[config.mk]
export PLATFORM = sky130hd
export DESIGN_NAME = fine_grained_sysreg_trap_control
export DESIGN_NICKNAME = d
export VERILOG_FILES = /design/src/fgt_sysreg_access.v /design/src/fgt_write_mask.v /design/src/fine_grained_sysreg_trap_control.v
export VERILOG_INCLUDE_DIRS = /design/src
export SDC_FILE = /design/constraint.sdc
export NUM_CORES = 1
export LEC_CHECK = 0
export BUFFER_PORTS_ARGS = -buffer_cell sky130_fd_sc_hd__clkbuf_2
export CAP_MARGIN = 20
export CORE_ASPECT_RATIO = 0.75
export CORE_MARGIN = 2
export CORE_UTILIZATION = 52
export DETAILED_ROUTE_END_ITERATION = 8
export PLACE_DENSITY_LB_ADDON = 0.2
export SYNTH_ARGS = -nofsm -noshare
export SYNTH_HDL_FRONTEND = slang
export SYNTH_SLANG_ARGS = --single-unit
[constraint.sdc]
create_clock -name sys_clk -period 4.1 [get_ports sys_clk]
set_clock_uncertainty 0.1 [all_clocks]
set_input_delay 0.205 -clock sys_clk [delete_from_list [all_inputs] [get_ports sys_clk]]
set_output_delay 0.205 -clock sys_clk [all_outputs]
set_load 0.01 [all_outputs]
[src/fgt_defines.vh]
/*
 fine-grained trap constants: sysreg encodings, field positions, syndrome codes.
 assumes inclusion by bare name from the design files.
*/
`ifndef FGT_DEFINES_VH
`define FGT_DEFINES_VH
`define EL0 2'h0
`define EL1 2'h1
`define EL2 2'h2
`define EL3 2'h3
`define ENC_OP0 2'h3
`define ENC_OP1 3'h4
`define ENC_CRN 4'h1
`define ENC_CRM 4'h1
`define ENC_OP2_RD 3'h4
`define ENC_OP2_WR 3'h5
`define EC_SYSREG 6'h18
`define NV_PAGE_RD_OFFSET 12'h1B8
`define NV_PAGE_WR_OFFSET 12'h1C0
`define RT_AUXF_BIT 0
`define WT_TID2_BIT 55
`define WT_SPRI_BIT 54
`define WT_ACCD_BIT 50
`define WT_EADDR_BIT 49
`define WT_FICNT_BIT 48
`define WT_FICTL_BIT 47
`define WT_EMISC_BIT 45
`define WT_ESTAT_BIT 44
`define WT_UPPER_LSB 44
`define REG_RESET 64'h0000_0000_0000_0000
`define TGT_NONE 3'h0
`define TGT_AUXF 3'h1
`define TGT_TID2 3'h2
`define TGT_SPRI 3'h3
`define TGT_ACCD 3'h4
`define TGT_EADDR 3'h5
`define TGT_FICNT 3'h6
`define TGT_FICTL 3'h7
`endif

[src/fgt_sysreg_access.v]
/*
 access-control decision for a hypervisor fine-grained trap control register.
 assumes el and debug state come from logic on sys_clk.
*/
`default_nettype none
`include "fgt_defines.vh"
module fgt_sysreg_access (
    // state
    input  wire [1:0] cur_el,
    input  wire       hyp_enabled,
    input  wire       monitor_present,
    input  wire       monitor_fine_trap_enable,
    input  wire       nested_virt_enable,
    input  wire       nested_virt_memory_redirect,
    input  wire       halted,
    input  wire       secure_debug_disabled,
    input  wire       sdd_undef_first,
    input  wire       reg_present,
    // decision
    output reg        acc_undef,
    output reg        acc_trap_hyp,
    output reg        acc_trap_mon,
    output reg        acc_redirect,
    output reg        acc_direct
);
    wire mon_block;
    assign mon_block = monitor_present & ~monitor_fine_trap_enable;
    always @*
    begin
        acc_undef    = 1'b0;
        acc_trap_hyp = 1'b0;
        acc_trap_mon = 1'b0;
        acc_redirect = 1'b0;
        acc_direct   = 1'b0;
        if (!reg_present)
            acc_undef = 1'b1;
        else
            case (cur_el)
                `EL0: acc_undef = 1'b1;
                `EL1:
                    if (hyp_enabled & nested_virt_enable & nested_virt_memory_redirect)
                        acc_redirect = 1'b1;
                    else if (hyp_enabled & nested_virt_enable)
                        acc_trap_hyp = 1'b1;
                    else
                        acc_undef = 1'b1;
                `EL2:
                    if (halted & secure_debug_disabled & sdd_undef_first & mon_block)
                        acc_undef = 1'b1;
                    else if (mon_block)
                    begin
                        if (halted & secure_debug_disabled)
                            acc_undef = 1'b1;
                        else
                            acc_trap_mon = 1'b1;
                    end
                    else
                        acc_direct = 1'b1;
                default: acc_direct = 1'b1;
            endcase
    end
endmodule
`default_nettype wire

[src/fgt_write_mask.v]
/*
 write-trap writable-bit mask built from the implemented features.
 assumes feature straps are constant while out of reset.
*/
`default_nettype none
`include "fgt_defines.vh"
module fgt_write_mask (
    // features
    input  wire        feat_mtx,
    input  wire        feat_accdata,
    input  wire        feat_ras,
    input  wire        feat_rasv1p1,
    input  wire        ras_records_absent,
    // mask
    output wire [63:0] wmask
);
    wire ras_on;
    wire ras11_on;
    // error-record fields may be reserved-zero when no records exist
    assign ras_on   = feat_ras & ~ras_records_absent;
    assign ras11_on = feat_rasv1p1 & ras_on;
    genvar i;
    generate
        for (i = 0; i < 64; i = i + 1)
        begin : g_mask
            if (i == `WT_TID2_BIT || i == `WT_SPRI_BIT)
            begin : g_mtx
                assign wmask[i] = feat_mtx;
            end
            else if (i == `WT_ACCD_BIT)
            begin : g_acc
                assign wmask[i] = feat_accdata;
            end
            else if (i == `WT_EADDR_BIT || i == `WT_EMISC_BIT || i == `WT_ESTAT_BIT)
            begin : g_ras
                assign wmask[i] = ras_on;
            end
            else if (i == `WT_FICNT_BIT || i == `WT_FICTL_BIT)
            begin : g_ras11
                assign wmask[i] = ras11_on;
            end
            else if (i < `WT_UPPER_LSB)
            begin : g_low
                assign wmask[i] = 1'b1;
            end
            else
            begin : g_res0
                assign wmask[i] = 1'b0;
            end
        end
    endgenerate
endmodule
`default_nettype wire

[src/fine_grained_sysreg_trap_control.v]
/*
 holds both trap control registers, decodes their accesses, decides guest traps.
 assumes one sysreg access per cycle, inputs synchronous to sys_clk, rst_b warm reset.
*/
// Contract
// - read-trap bit 0 traps kernel reads of aux fault status zero, class 0x18.
// - warm reset clears every non error-record trap field to zero.
// - read-trap register encoded op0 3, op1 4, CRn 1, CRm 1, op2 4.
// - user-level access to the read-trap register is undefined.
// - kernel access with both nested-virt bits set goes to page offset 0x1B8.
// - kernel with only nested-virt enable traps to hypervisor; else undefined.
// - hypervisor access with monitor enable 0 traps to monitor, or undefined halted.
// - implementation option puts the halted undefined ahead of the monitor trap.
// - monitor level, or untrapped hypervisor level, reads and writes all 64 bits.
// - write-trap register exists only with the feature; otherwise undefined.
// - bit 55 zero traps kernel and user second thread id writes.
// - bit 54 zero traps kernel streaming priority writes.
// - bit 50 zero traps kernel accelerator data writes.
// - bits 44 and 49 trap error record status and address writes.
// - bits 48 and 47 trap fault-injection countdown and control writes.
// - bit 45 traps writes of the four misc error-record registers.
// - error-record fields may be reserved-zero when no records exist.
// - error-record fields reset to zero when the monitor level is absent.
// - fields of absent optional features behave as reserved-zero.
// - a fine-grained trap yields to any higher-priority exception.
`default_nettype none
`include "fgt_defines.vh"
module fine_grained_sysreg_trap_control (
    // clock and warm reset
    input  wire        sys_clk,
    input  wire        rst_b,
    // configuration straps
    input  wire        fine_grained_trap_feature,
    input  wire        feat_mtx,
    input  wire        feat_accdata,
    input  wire        feat_ras,
    input  wire        feat_rasv1p1,
    input  wire        ras_records_absent,
    input  wire        monitor_present,
    input  wire        sdd_undef_first,
    // processor state
    input  wire [1:0]  cur_el,
    input  wire        hyp_enabled,
    input  wire        monitor_fine_trap_enable,
    input  wire        nested_virt_enable,
    input  wire        nested_virt_memory_redirect,
    input  wire        host_kernel_at_hyp,
    input  wire        trap_general_to_hyp,
    input  wire        halted,
    input  wire        secure_debug_disabled,
    // access to the trap control registers
    input  wire        acc_valid,
    input  wire        acc_write,
    input  wire [1:0]  acc_op0,
    input  wire [2:0]  acc_op1,
    input  wire [3:0]  acc_crn,
    input  wire [3:0]  acc_crm,
    input  wire [2:0]  acc_op2,
    input  wire [63:0] acc_wdata,
    output reg  [63:0] acc_rdata,
    output reg         acc_done,
    output reg         acc_undef,
    output reg         acc_trap_hyp,
    output reg         acc_trap_mon,
    output reg         acc_redirect,
    output reg  [11:0] acc_redirect_offset,
    // guest access to be checked against fine traps
    input  wire        chk_valid,
    input  wire        chk_write,
    input  wire [2:0]  chk_target,
    input  wire        chk_higher_exc,
    output reg         chk_trap,
    output reg  [5:0]  chk_syndrome,
    // register contents
    output wire [63:0] read_trap_value,
    output wire [63:0] write_trap_value
);
    reg  [63:0] hyp_fine_read_trap_ctrl_reg;
    reg  [63:0] hyp_fine_write_trap_ctrl_reg;
    reg  [63:0] hyp_fine_read_trap_ctrl_next;
    reg  [63:0] hyp_fine_write_trap_ctrl_next;
    wire [63:0] wmask;
    wire        sel_rd;
    wire        sel_wr;
    wire        dec_hit;
    wire        rd_undef;
    wire        rd_trap_hyp;
    wire        rd_trap_mon;
    wire        rd_redirect;
    wire        rd_direct;
    wire        wr_undef;
    wire        wr_trap_hyp;
    wire        wr_trap_mon;
    wire        wr_redirect;
    wire        wr_direct;
    wire        sel_undef;
    wire        sel_direct;
    wire        fine_ok;
    wire        host_mode;
    wire        kernel;
    wire        user;
    wire [63:0] wt;
    reg         fire;

    assign sel_rd = (acc_op0 == `ENC_OP0) && (acc_op1 == `ENC_OP1) && (acc_crn == `ENC_CRN)
                    && (acc_crm == `ENC_CRM) && (acc_op2 == `ENC_OP2_RD);
    assign sel_wr = (acc_op0 == `ENC_OP0) && (acc_op1 == `ENC_OP1) && (acc_crn == `ENC_CRN)
                    && (acc_crm == `ENC_CRM) && (acc_op2 == `ENC_OP2_WR);
    assign dec_hit = acc_valid & (sel_rd | sel_wr);

    fgt_write_mask u_mask (
        .feat_mtx           (feat_mtx),
        .feat_accdata       (feat_accdata),
        .feat_ras           (feat_ras),
        .feat_rasv1p1       (feat_rasv1p1),
        .ras_records_absent (ras_records_absent),
        .wmask              (wmask)
    );

    fgt_sysreg_access u_rd_access (
        .cur_el                      (cur_el),
        .hyp_enabled                 (hyp_enabled),
        .monitor_present             (monitor_present),
        .monitor_fine_trap_enable    (monitor_fine_trap_enable),
        .nested_virt_enable          (nested_virt_enable),
        .nested_virt_memory_redirect (nested_virt_memory_redirect),
        .halted                      (halted),
        .secure_debug_disabled       (secure_debug_disabled),
        .sdd_undef_first             (sdd_undef_first),
        .reg_present                 (1'b1),
        .acc_undef                   (rd_undef),
        .acc_trap_hyp                (rd_trap_hyp),
        .acc_trap_mon                (rd_trap_mon),
        .acc_redirect                (rd_redirect),
        .acc_direct                  (rd_direct)
    );

    fgt_sysreg_access u_wr_access (
        .cur_el                      (cur_el),
        .hyp_enabled                 (hyp_enabled),
        .monitor_present             (monitor_present),
        .monitor_fine_trap_enable    (monitor_fine_trap_enable),
        .nested_virt_enable          (nested_virt_enable),
        .nested_virt_memory_redirect (nested_virt_memory_redirect),
        .halted                      (halted),
        .secure_debug_disabled       (secure_debug_disabled),
        .sdd_undef_first             (sdd_undef_first),
        .reg_present                 (fine_grained_trap_feature),
        .acc_undef                   (wr_undef),
        .acc_trap_hyp                (wr_trap_hyp),
        .acc_trap_mon                (wr_trap_mon),
        .acc_redirect                (wr_redirect),
        .acc_direct                  (wr_direct)
    );

    assign sel_undef  = sel_rd ? rd_undef : wr_undef;
    assign sel_direct = sel_rd ? rd_direct : wr_direct;

    // register update: full 64 bits for read-trap, masked for write-trap
    always @*
    begin
        hyp_fine_read_trap_ctrl_next  = hyp_fine_read_trap_ctrl_reg;
        hyp_fine_write_trap_ctrl_next = hyp_fine_write_trap_ctrl_reg & wmask;
        if (dec_hit && acc_write && sel_direct)
        begin
            if (sel_rd)
                hyp_fine_read_trap_ctrl_next = acc_wdata;
            else
                hyp_fine_write_trap_ctrl_next = acc_wdata & wmask;
        end
    end

    // error-record fields zero even with a monitor level: any value is legal there
    always @(posedge sys_clk or negedge rst_b)
    begin
        if (!rst_b)
        begin
            hyp_fine_read_trap_ctrl_reg  <= `REG_RESET;
            hyp_fine_write_trap_ctrl_reg <= `REG_RESET;
        end
        else
        begin
            hyp_fine_read_trap_ctrl_reg  <= hyp_fine_read_trap_ctrl_next;
            hyp_fine_write_trap_ctrl_reg <= hyp_fine_write_trap_ctrl_next;
        end
    end

    assign read_trap_value  = hyp_fine_read_trap_ctrl_reg;
    assign write_trap_value = hyp_fine_write_trap_ctrl_reg;

    // access response one cycle after the request
    always @(posedge sys_clk or negedge rst_b)
    begin
        if (!rst_b)
        begin
            acc_rdata           <= `REG_RESET;
            acc_done            <= 1'b0;
            acc_undef           <= 1'b0;
            acc_trap_hyp        <= 1'b0;
            acc_trap_mon        <= 1'b0;
            acc_redirect        <= 1'b0;
            acc_redirect_offset <= 12'h000;
        end
        else
        begin
            acc_done     <= dec_hit;
            acc_undef    <= dec_hit & sel_undef;
            acc_trap_hyp <= dec_hit & (sel_rd ? rd_trap_hyp : wr_trap_hyp);
            acc_trap_mon <= dec_hit & (sel_rd ? rd_trap_mon : wr_trap_mon);
            acc_redirect <= dec_hit & (sel_rd ? rd_redirect : wr_redirect);
            acc_redirect_offset <= sel_rd ? `NV_PAGE_RD_OFFSET : `NV_PAGE_WR_OFFSET;
            if (dec_hit && !acc_write && sel_direct)
                acc_rdata <= sel_rd ? hyp_fine_read_trap_ctrl_reg
                                    : hyp_fine_write_trap_ctrl_reg;
            else
                acc_rdata <= `REG_RESET;
        end
    end

    // guest access trap check
    assign fine_ok   = hyp_enabled & (~monitor_present | monitor_fine_trap_enable);
    assign host_mode = host_kernel_at_hyp & trap_general_to_hyp;
    assign kernel    = (cur_el == `EL1);
    assign user      = (cur_el == `EL0);
    assign wt        = write_trap_value;

    always @*
    begin
        fire = 1'b0;
        if (!chk_write)
            fire = kernel && (chk_target == `TGT_AUXF)
                   && hyp_fine_read_trap_ctrl_reg[`RT_AUXF_BIT];
        else if (fine_grained_trap_feature)
            case (chk_target)
                `TGT_TID2:  fire = feat_mtx && !wt[`WT_TID2_BIT] && !host_mode
                                   && (kernel || user);
                `TGT_SPRI:  fire = kernel && feat_mtx && !wt[`WT_SPRI_BIT];
                `TGT_ACCD:  fire = kernel && feat_accdata && !wt[`WT_ACCD_BIT];
                `TGT_EADDR: fire = kernel && wt[`WT_EADDR_BIT];
                `TGT_FICNT: fire = kernel && wt[`WT_FICNT_BIT];
                `TGT_FICTL: fire = kernel && wt[`WT_FICTL_BIT];
                `TGT_AUXF:  fire = kernel && wt[`WT_ESTAT_BIT];
                `TGT_NONE:  fire = kernel && wt[`WT_EMISC_BIT];
                default:      fire = 1'b0;
            endcase
    end

    always @(posedge sys_clk or negedge rst_b)
    begin
        if (!rst_b)
        begin
            chk_trap     <= 1'b0;
            chk_syndrome <= 6'h00;
        end
        else
        begin
            chk_trap     <= chk_valid & fire & fine_ok & ~chk_higher_exc;
            chk_syndrome <= (chk_valid & fire & fine_ok & ~chk_higher_exc) ? `EC_SYSREG : 6'h00;
        end
    end
endmodule
`default_nettype wire

* Word level (Yosys, flattened, before mapping)
Cells that the tools add are included.
Cells by class: equality and inequality tests 15, muxes and demuxes 37, bitwise gates (word level) 26, reduce and logical (&&, ||, !) cells 33
Operators with widths (count):
- $mux 64 | 4
- $and 64x56->64 | 2
- $mux 1 | 28
- $logic_and 1x1->1 | 23
- $eq 3x3->1 const B | 7
- $and 1x1->1 | 18
- $eq 4x1->1 const B | 2
- $pmux 1 s8 | 1
- $mux 7 | 1
- $eq 3x2->1 const B | 2
- $logic_not 1->1 | 5
- $mux 5 | 1
- $eq 2x2->1 const B | 2
- $not 1->1 | 4
- $eq 3x1->1 const B | 1
- $logic_not 3->1 | 1
- $pmux 1 s3 | 1
- $eq 2x1->1 const B | 1
- $logic_not 2->1 | 1
- $or 1x1->1 | 2
- $pmux 1 s2 | 1
- $reduce_and 2->1 | 1
- $reduce_or 2->1 | 1
- $logic_or 1x1->1 | 1
Storage, ports and cells: register bits 211, bits of input ports 108, output and inout bits 216, logic and storage cells 122

* Logic depth before layout (Yosys ltp)
Gate-level depths: netlist of the first run.
depth after elaboration 11, mapped depth 6, gate-level depth less buffers 5

* By module
A second synthesis of the first run with hierarchy kept.
Second synthesis, totals: cell total of the unflattened synthesis 881, area, all modules 9810.7 um^2
By module, submodules not included:
- fine_grained_sysreg_trap_control | times used 1, cells each 795, area an instance 9150.0 um^2, seq. area each 5029.8 um^2
- fgt_write_mask | times used 1, cells each 68, area an instance 503.0 um^2, seq. area each 0.0 um^2
- fgt_sysreg_access | times used 2, cells each 9, area an instance 78.8 um^2, seq. area each 0.0 um^2

* Least setup slack after synthesis of the first run
OpenSTA, ideal clock, no wires.
path kind input to register, from in acc_crm[2], to reg hyp_fine_read_trap_ctrl_reg[10], in the netlist read_trap_value[10], setup time 0.127 ns, arrival 1.824 ns, required time 3.873 ns, setup slack 2.049 ns, stages 5, buffers on the path 1, cells stage by stage nor4b_2 nand4_1 nor4_4 buf_6 mux2_1
On the way: word-level cells in the longest chain between the ends 8, elaborated cells between the ends (all ways) 10, those cells by class eq/ne (1); mux (1); bitwise (2); reduce/logical (6)
RTL lines:
- from (decl) | line fine_grained_sysreg_trap_control.v:57 | input wire [3:0] acc_crm,
- $eq 4x1->1 (no line) *
- $logic_and 1x1->1 * | line fine_grained_sysreg_trap_control.v:105, fine_grained_sysreg_trap_control.v:107
- $logic_and 1x1->1, on equally long branches | line fine_grained_sysreg_trap_control.v:105, fine_grained_sysreg_trap_control.v:107
- $or 1x1->1 | line fine_grained_sysreg_trap_control.v:109 | assign dec_hit = acc_valid & (sel_rd | sel_wr);
- $and 1x1->1 | line fine_grained_sysreg_trap_control.v:109
- $logic_and 1x1->1 (2 in a row) | line fine_grained_sysreg_trap_control.v:164 | if (dec_hit && acc_write && sel_direct)
- $reduce_and 2->1 (no line) *
- to (signal assigned) | line fine_grained_sysreg_trap_control.v:178 | hyp_fine_read_trap_ctrl_reg <= `REG_RESET;
- to (signal assigned) | line fine_grained_sysreg_trap_control.v:183 | hyp_fine_read_trap_ctrl_reg <= hyp_fine_read_trap_ctrl_next;
- to (decl) | line fine_grained_sysreg_trap_control.v:78 | reg [63:0] hyp_fine_read_trap_ctrl_reg;
Every way passes the cells marked *; elsewhere a longest branch is shown, timed or not. A chain may end at the register's enable or synchronous reset.

* Worst setup path after layout of the first run
from in acc_crm[2], to reg acc_trap_mon
On the way: word-level cells in the longest chain between the ends 6, elaborated cells between the ends (all ways) 8, those cells by class eq/ne (1); mux (1); bitwise (3); reduce/logical (3)
RTL lines:
- $eq 4x1->1 (no line) *
- $logic_and 1x1->1 * | line fine_grained_sysreg_trap_control.v:105, fine_grained_sysreg_trap_control.v:107
- $logic_and 1x1->1, on equally long branches | line fine_grained_sysreg_trap_control.v:105, fine_grained_sysreg_trap_control.v:107
- $or 1x1->1 | line fine_grained_sysreg_trap_control.v:109
- $and 1x1->1 | line fine_grained_sysreg_trap_control.v:109
- $and 1x1->1 * | line fine_grained_sysreg_trap_control.v:209 | acc_trap_mon <= dec_hit & (sel_rd ? rd_trap_mon : wr_trap_mon);
- to (signal assigned) | line fine_grained_sysreg_trap_control.v:209
- to (decl) | line fine_grained_sysreg_trap_control.v:64 | output reg acc_trap_mon,
Marked as above.

==> impl_metrics.yaml, run 1 <==
clock_tree:
  clk_latency_ns: 0.42
  cts.clk_slew.worst_paths_ns: 0.07
  cts_hold_buf: 74
  cts.sinks: 189
  postCtsSetupBuffers: 0
  root_buffer: "clkbuf_16"
  cts_buffers: 17
  cts_tree: "done"
  h-tree-depth: 4
  cts_resized: 0
  clockBufferDepth: 2
flow_run:
  cap_violations: 0
detailed_routing:
  detail-route-antenna-nets: 0
  via_per_inst: 5.43
  vias: 6506
  dr.pass1.iters: 5
  drt_iter0_drc: 383
  totalWireLength_mm: 23.3
  wl_per_cell_um: 19.5
  drc_errors: 0
synthesis:
  yosys.area.top_type: "dfrtp_1"
  synthCells: 624
  ys_seq_area_share_pct: 60.8
  synth_top_cells_by_count: "189 x dfrtp_1, 61 x nand2_1, 60 x mux2_1, 58 x a21oi_1, 58 x nand3_1"
  netlist.area_leader.share_pct: 60.8
  syn_area_mm2: 0.00777
  synthTopCellsByArea: "dfrtp_1 61%, mux2_1 8.7%, mux2_2 7.0%"
  syn_avg_cell_area_um2: 12.5
  ys_warn_count: 0
  synthArstFlopShare_pct: 100
  ys_ff_latch: 189
  synth-edff-count: 0
  yosysMostFrequentCell: "dfrtp_1"
  ys_types: 38
  synth_flop_cell: "dfrtp_1"
die:
  core_area_mm2: 0.0145
  rows: 38
  ios: 324
  chipHeight_um: 110
  die_area_mm2: 0.0160
  die_w_um: 145
  initial_core_util_pct: 53.4
sta:
  max_freq_ghz: 0.394
  finalCritPeriodShare_pct: 61.9
  slew_headroom_pct: 26.7
  hold_violations: 0
  tightest_slew_ns: 1.09
  rsz0062_at_grt: "no"
  report.final.slew_viol_count: 0
  min_period_ns: 2.54
  fin_hold_ws_ns: 0.0251
  setup_viol: 0
  setup_tns_ns: 0
  setup_slack_ns: 1.56
finish:
  layout-drive-gt1-share_pct: 39.9
  final_net_count: 1094
  fill_cells: 1014
  final_util_pct: 73.7
  synthToLayoutAreaGrowth_pct: 38.0
  multi_input_area_mm2: 0.00273
  diodes: 0
  seqCellArea_mm2: 0.00473
global_route:
  grt_antenna_before_repair: 0
  grt_pass1_wl_mm: 36.0
  grt_max_degree: 114
  grt-ovfl-total: 0
  grt_use_total_pct: 29.3
  grt_pass1_vias: 6766
pwr:
  p_leak_nw: 5.66
  p_per_area_mw_per_mm2: 356
  peakVddDrop_uv: 312
placement:
  place_congestion: 0.931
  place_ws_ns: 1.37
  port_buffers: 300
  hpwl_mm: 15.2
hold_path:
  hp-class: "in2reg"
worst_setup_path:
  setup.worst_path.class: "in2reg"
  crit_path_end_kind: "flop"
  crit_chain: "clkbuf_2 -> nor4b_2 -> and4_2 -> nor2_1 -> a2111oi_0 -> dlygate4sd3_1"
  cp_slowest_cell: "and4_2"
  crit_arrival_ns: 2.79
  critPathRequiredTime_ns: 4.36
  critPathLaunchType: "input pin"
  cp_max_fo: 36
  critical-path-max-stage-delay_ns: 0.89
status:
  outcome: "completed"
## through the flow
step,cells,cell area [um2],power (W)
2_1_floorplan,645,7850,0.00195
3_3_place_gp,1091,9330,0.00205
3_5_place_dp,1091,9330,0.00205
4_1_cts,1197,10700,0.00383
5_1_grt,1199,10700,0.00394
6_report,1199,10700,0.00382
## kinds of logic after synthesis
logic type	Yosys count	share of synthesized area (%)
DFF	189	60.8
and+or+nand+nor	183	12.7
muxes	112	16.2
AOI/OAI and AO/OA	71	4.97
buffers and inverters	67	5.20
other	2	0.0966
## worst max-delay path, delay by kind of cell
family	cells	cell delay [ns]
AND/OR/NAND/NOR	3	1.51
buffers and inverters	2	0.71
AO/OA/AOI/OAI	1	0.37
## state kept, by name, summed over array words and instances, names as in the netlist
| signal | cells |
|---|---|
| write_trap_value | 52 |
| acc_trap_mon | 1 |
| acc_redirect | 1 |
| acc_undef | 1 |
| acc_done | 1 |
| acc_trap_hyp | 1 |
| acc_rdata | 64 |
| acc_redirect_offset | 3 |
| read_trap_value | 64 |
| chk_syndrome | 1 |
## layer usage
metal  vias up  share of wire (%)  GRT usage [%]
met3        48                9.1           8.96
met4         0                2.6           11.3
met5         -                  0              0
li1       2895                  -              -
met2       318                 49           49.5
met1      3245                 39           36.1
## area by class of cell
| cell class | instances | area share [%] |
|---|---|---|
| clock buffers | 22 | 4.42 |
| clock inverters | 10 | 1.42 |
| inverters | 3 | 0.105 |
| multi-input cells | 389 | 25.4 |
| flip-flops and latches | 189 | 44.1 |
| well taps | 200 | 2.33 |
| repair buffers | 386 | 22.2 |
## power breakdown
group / switching (W) / internal (W) / total, W
Combinational: 0.000115 / 0.0000976 / 0.000212
Sequential: 0.000000437 / 0.00186 / 0.00186
Clock: 0.000719 / 0.00102 / 0.00174
## layout by cell type (no fill, tap or decap), types with 4 or more instances in the layout
| cell | n |
|---|---|
| nand2_1 | 61 |
| dlygate4sd3_1 | 74 |
| clkbuf_16 | 17 |
| nand3_1 | 58 |
| dfrtp_1 | 189 |
| nor4_1 | 4 |
| mux2i_1 | 4 |
| clkbuf_2 | 299 |
| nand2b_1 | 6 |
| nand4_1 | 9 |
| mux2_2 | 48 |
| a21oi_1 | 58 |
| and3_1 | 14 |
| o31ai_1 | 6 |
| buf_4 | 8 |
| mux2_1 | 60 |
| conb_1 | 23 |
## worst paths after layout
path | from | end | slack, ns | cells past startpoint
max in group asynchronous | rst_b | acc_rdata[17] | 2.71 | 4
max reg2reg | write_trap_value[55] | chk_syndrome[3] | 1.78 | 5
min | nested_virt_enable | acc_redirect | 0.03 | 3
min in group asynchronous | rst_b | acc_redirect_offset[5] | 0.05 | 2
max | acc_crm[2] | acc_trap_mon | 1.56 | 6
min reg2reg | read_trap_value[51] | read_trap_value[51] | 0.41 | 1
Note: power is estimated with default switching activity, not from simulation.
==> inputs of run 2 (changes only) <==
--- a/config.mk
+++ b/config.mk
@@ -6,11 +6,12 @@
 export SDC_FILE = /design/constraint.sdc
 export NUM_CORES = 1
 export LEC_CHECK = 0
+export ABC_AREA = 1
 export BUFFER_PORTS_ARGS = -buffer_cell sky130_fd_sc_hd__clkbuf_2
 export CAP_MARGIN = 20
 export CORE_ASPECT_RATIO = 0.75
 export CORE_MARGIN = 2
-export CORE_UTILIZATION = 52
+export CORE_UTILIZATION = 50
 export DETAILED_ROUTE_END_ITERATION = 8
 export PLACE_DENSITY_LB_ADDON = 0.2
 export SYNTH_ARGS = -nofsm -noshare
==> constraint.sdc (replaced) <==
create_clock -name sys_clk -period 2.4 [get_ports sys_clk]
set_clock_uncertainty 0.1 [all_clocks]
set_input_delay 0.12 -clock sys_clk [delete_from_list [all_inputs] [get_ports sys_clk]]
set_output_delay 0.12 -clock sys_clk [all_outputs]
set_load 0.01 [all_outputs]
==> impl_metrics.yaml, run 2 <==
placement:
  port_buffers: 300
  hpwl_mm: 16.0
  post_dp_cell_area_mm2: 0.0101
  place_congestion: 0.865
die:
  die_w_um: 156
  core_area_mm2: 0.0169
  die_area_mm2: 0.0184
  ios: 324
  initial_core_util_pct: 51.3
  rows: 41
  chipHeight_um: 118
worst_setup_path:
  rr_worst_depth: 10
  crit_top_cell: "dlygate4sd3_1"
  critPathRequiredTime_ns: 2.67
  critPathLaunchType: "input pin"
  worst_r2r_startpoint: "write_trap_value[50]"
  cp_slowest_cell: "dlygate4sd3_1"
  cp_max_fo: 2
  crit_path_end: "acc_trap_mon"
  crit_start: "secure_debug_disabled"
  path_depth: 7
  crit_chain: "dlygate4sd3_1 -> clkbuf_2 -> nand2_1 -> dlygate4sd3_1 -> inv_1 -> nor4_1 -> dlygate4sd3_1"
  crit_buf_inv: 5
  critPathTopFamily: "buffers and inverters"
  crit_arrival_ns: 2.35
  r2r_slack_ns: 0.60
  setup.worst_path.class: "in2reg"
  crit_path_end_kind: "flop"
  worstReg2RegEnd: "chk_syndrome[3]"
  critical-path-max-stage-delay_ns: 0.60
global_route:
  grt_max_degree: 103
  grt_pass1_wl_mm: 40.8
  grt-ovfl-total: 0
  grt_pass1_vias: 7731
  grt_use_total_pct: 27.9
  grt_antenna_before_repair: 1
detailed_routing:
  dr.pass1.iters: 5
  via_per_inst: 5.20
  wl_per_cell_um: 16.3
  vias: 8084
  detail-route-antenna-nets: 0
  drt_iter0_drc: 551
  drc_errors: 0
  totalWireLength_mm: 25.4
status:
  outcome: "completed"
hold_path:
  hp-class: "in2reg"
  min_path_cells: 4
synthesis:
  ys_ff_latch: 189
  yosys.area.top_type: "dfrtp_1"
  synthArstFlopShare_pct: 100
  ys_seq_area_share_pct: 54.6
  synth-edff-count: 0
  ys_warn_count: 0
  synthCells: 969
  ys_types: 23
  syn_avg_cell_area_um2: 8.93
  yosysMostFrequentCell: "nand2_1"
  syn_area_mm2: 0.00866
  synth_top_cells_by_count: "388 x nand2_1, 189 x dfrtp_1, 119 x nand4_1, 49 x a21oi_2, 42 x inv_1"
  synthTopCellsByArea: "dfrtp_1 55%, nand2_1 17%, nand4_1 8.6%"
  synth_flop_cell: "dfrtp_1"
  netlist.area_leader.share_pct: 54.6
clock_tree:
  cts_buffers: 17
  h-tree-depth: 4
  root_buffer: "clkbuf_16"
  cts.sinks: 189
  clk_latency_ns: 0.43
  clockBufferDepth: 2
  cts_tree: "done"
  cts.clk_slew.worst_paths_ns: 0.07
finish:
  synthToLayoutAreaGrowth_pct: 33.7
  mostFrequentLayoutCells: "388 x nand2_1, 299 x clkbuf_2, 189 x dfrtp_1"
  design_area_mm2: 0.0116
  final_common_cell: "nand2_1"
  layout-drive-gt1-share_pct: 31.4
  final_net_count: 1433
sta:
  tightest_slew_ns: 0.530
  max_freq_ghz: 0.479
  fin_hold_ws_ns: 0.0485
  hold_violations: 0
  setup_viol: 0
  setup_tns_ns: 0
  finalCritPeriodShare_pct: 87.0
  min_period_ns: 2.09
  rsz0062_at_grt: "no"
  slew_headroom_pct: 64.7
  report.final.slew_viol_count: 0
pwr:
  p_per_area_mw_per_mm2: 552
  p_leak_nw: 6.24
  peakVddDrop_uv: 417
flow_run:
  cap_violations: 0
[run 2: power by group]
group | leakage (nW) | switching, W | internal [W]
Clock | 0.282 | 0.00137 | 0.00142
Sequential | 2.63 | 0.000000643 | 0.00318
Combinational | 3.33 | 0.000228 | 0.000184
[run 2: metrics by stage]
stage	setup slack, ns	power, W	util (%)	instances
5_1_grt	0.160	0.00661	68.6	1554
3_3_place_gp	0.295	0.00354	60.1	1437
2_1_floorplan	0.910	0.00338	-	990
4_1_cts	0.330	0.00642	68.6	1553
3_5_place_dp	0.276	0.00355	60.1	1437
6_report	0.312	0.00638	68.6	1554
[run 2: how the worst min path moves through the flow]
stage / start / to / slack (ns)
after detailed placement: rst_b / acc_redirect_offset[7] / 0.04
after floorplan: rst_b / acc_done / -0.28
after global routing: acc_op2[1] / acc_undef / 0.06
after global placement: rst_b / acc_redirect_offset[7] / 0.04
after CTS: acc_op2[1] / acc_undef / 0.01
final: acc_op2[1] / acc_undef / 0.05
[run 2: tightest hold or removal path, stage by stage]
cell	delay, ns
clkbuf_2	0.11
nor3_1	0.08
nand3_2	0.16
a21oi_1	0.06
[run 2: metal layers]
layer | vias up | track usage [%] | wire length [um]
met2 | 330 | 45.1 | 12100
met1 | 3866 | 37.2 | 10900
met3 | 38 | 6.66 | 1820
met5 | - | 0 | 0
li1 | 3850 | - | -
met4 | 0 | 9.00 | 554
[run 2: cell families (layout without fill, tap and decap cells)]
kind of cell / Yosys count / count (layout) / synth area share, %
and+or+nand+nor: 578 / 578 / 29.7
DFF: 189 / 189 / 54.6
buffers and inverters: 137 / 485 / 9.76
AOI/OAI and AO/OA: 63 / 63 / 5.78
other: 2 / 24 / 0.0868
[run 2: area by class of cell]
cell class                 instances  area [um2]
fill                            1358        5310
sequential                       189        4730
multi-input combinational        664        3170
timing repair buffer             410        2650
clock buffer                      18         439
tap                              215         269
inverter                          43         164
clock inverter                    14         148
antenna                            1        2.50
[run 2: timing repair]
action | in CTS | in global routing
hold endpoints to repair | 211 | 0
setup buffers | 0 | 0
hold buffers | 84 | 0
endpoints found under the setup margin | 0 | 0
gates resized for setup | 0 | 0
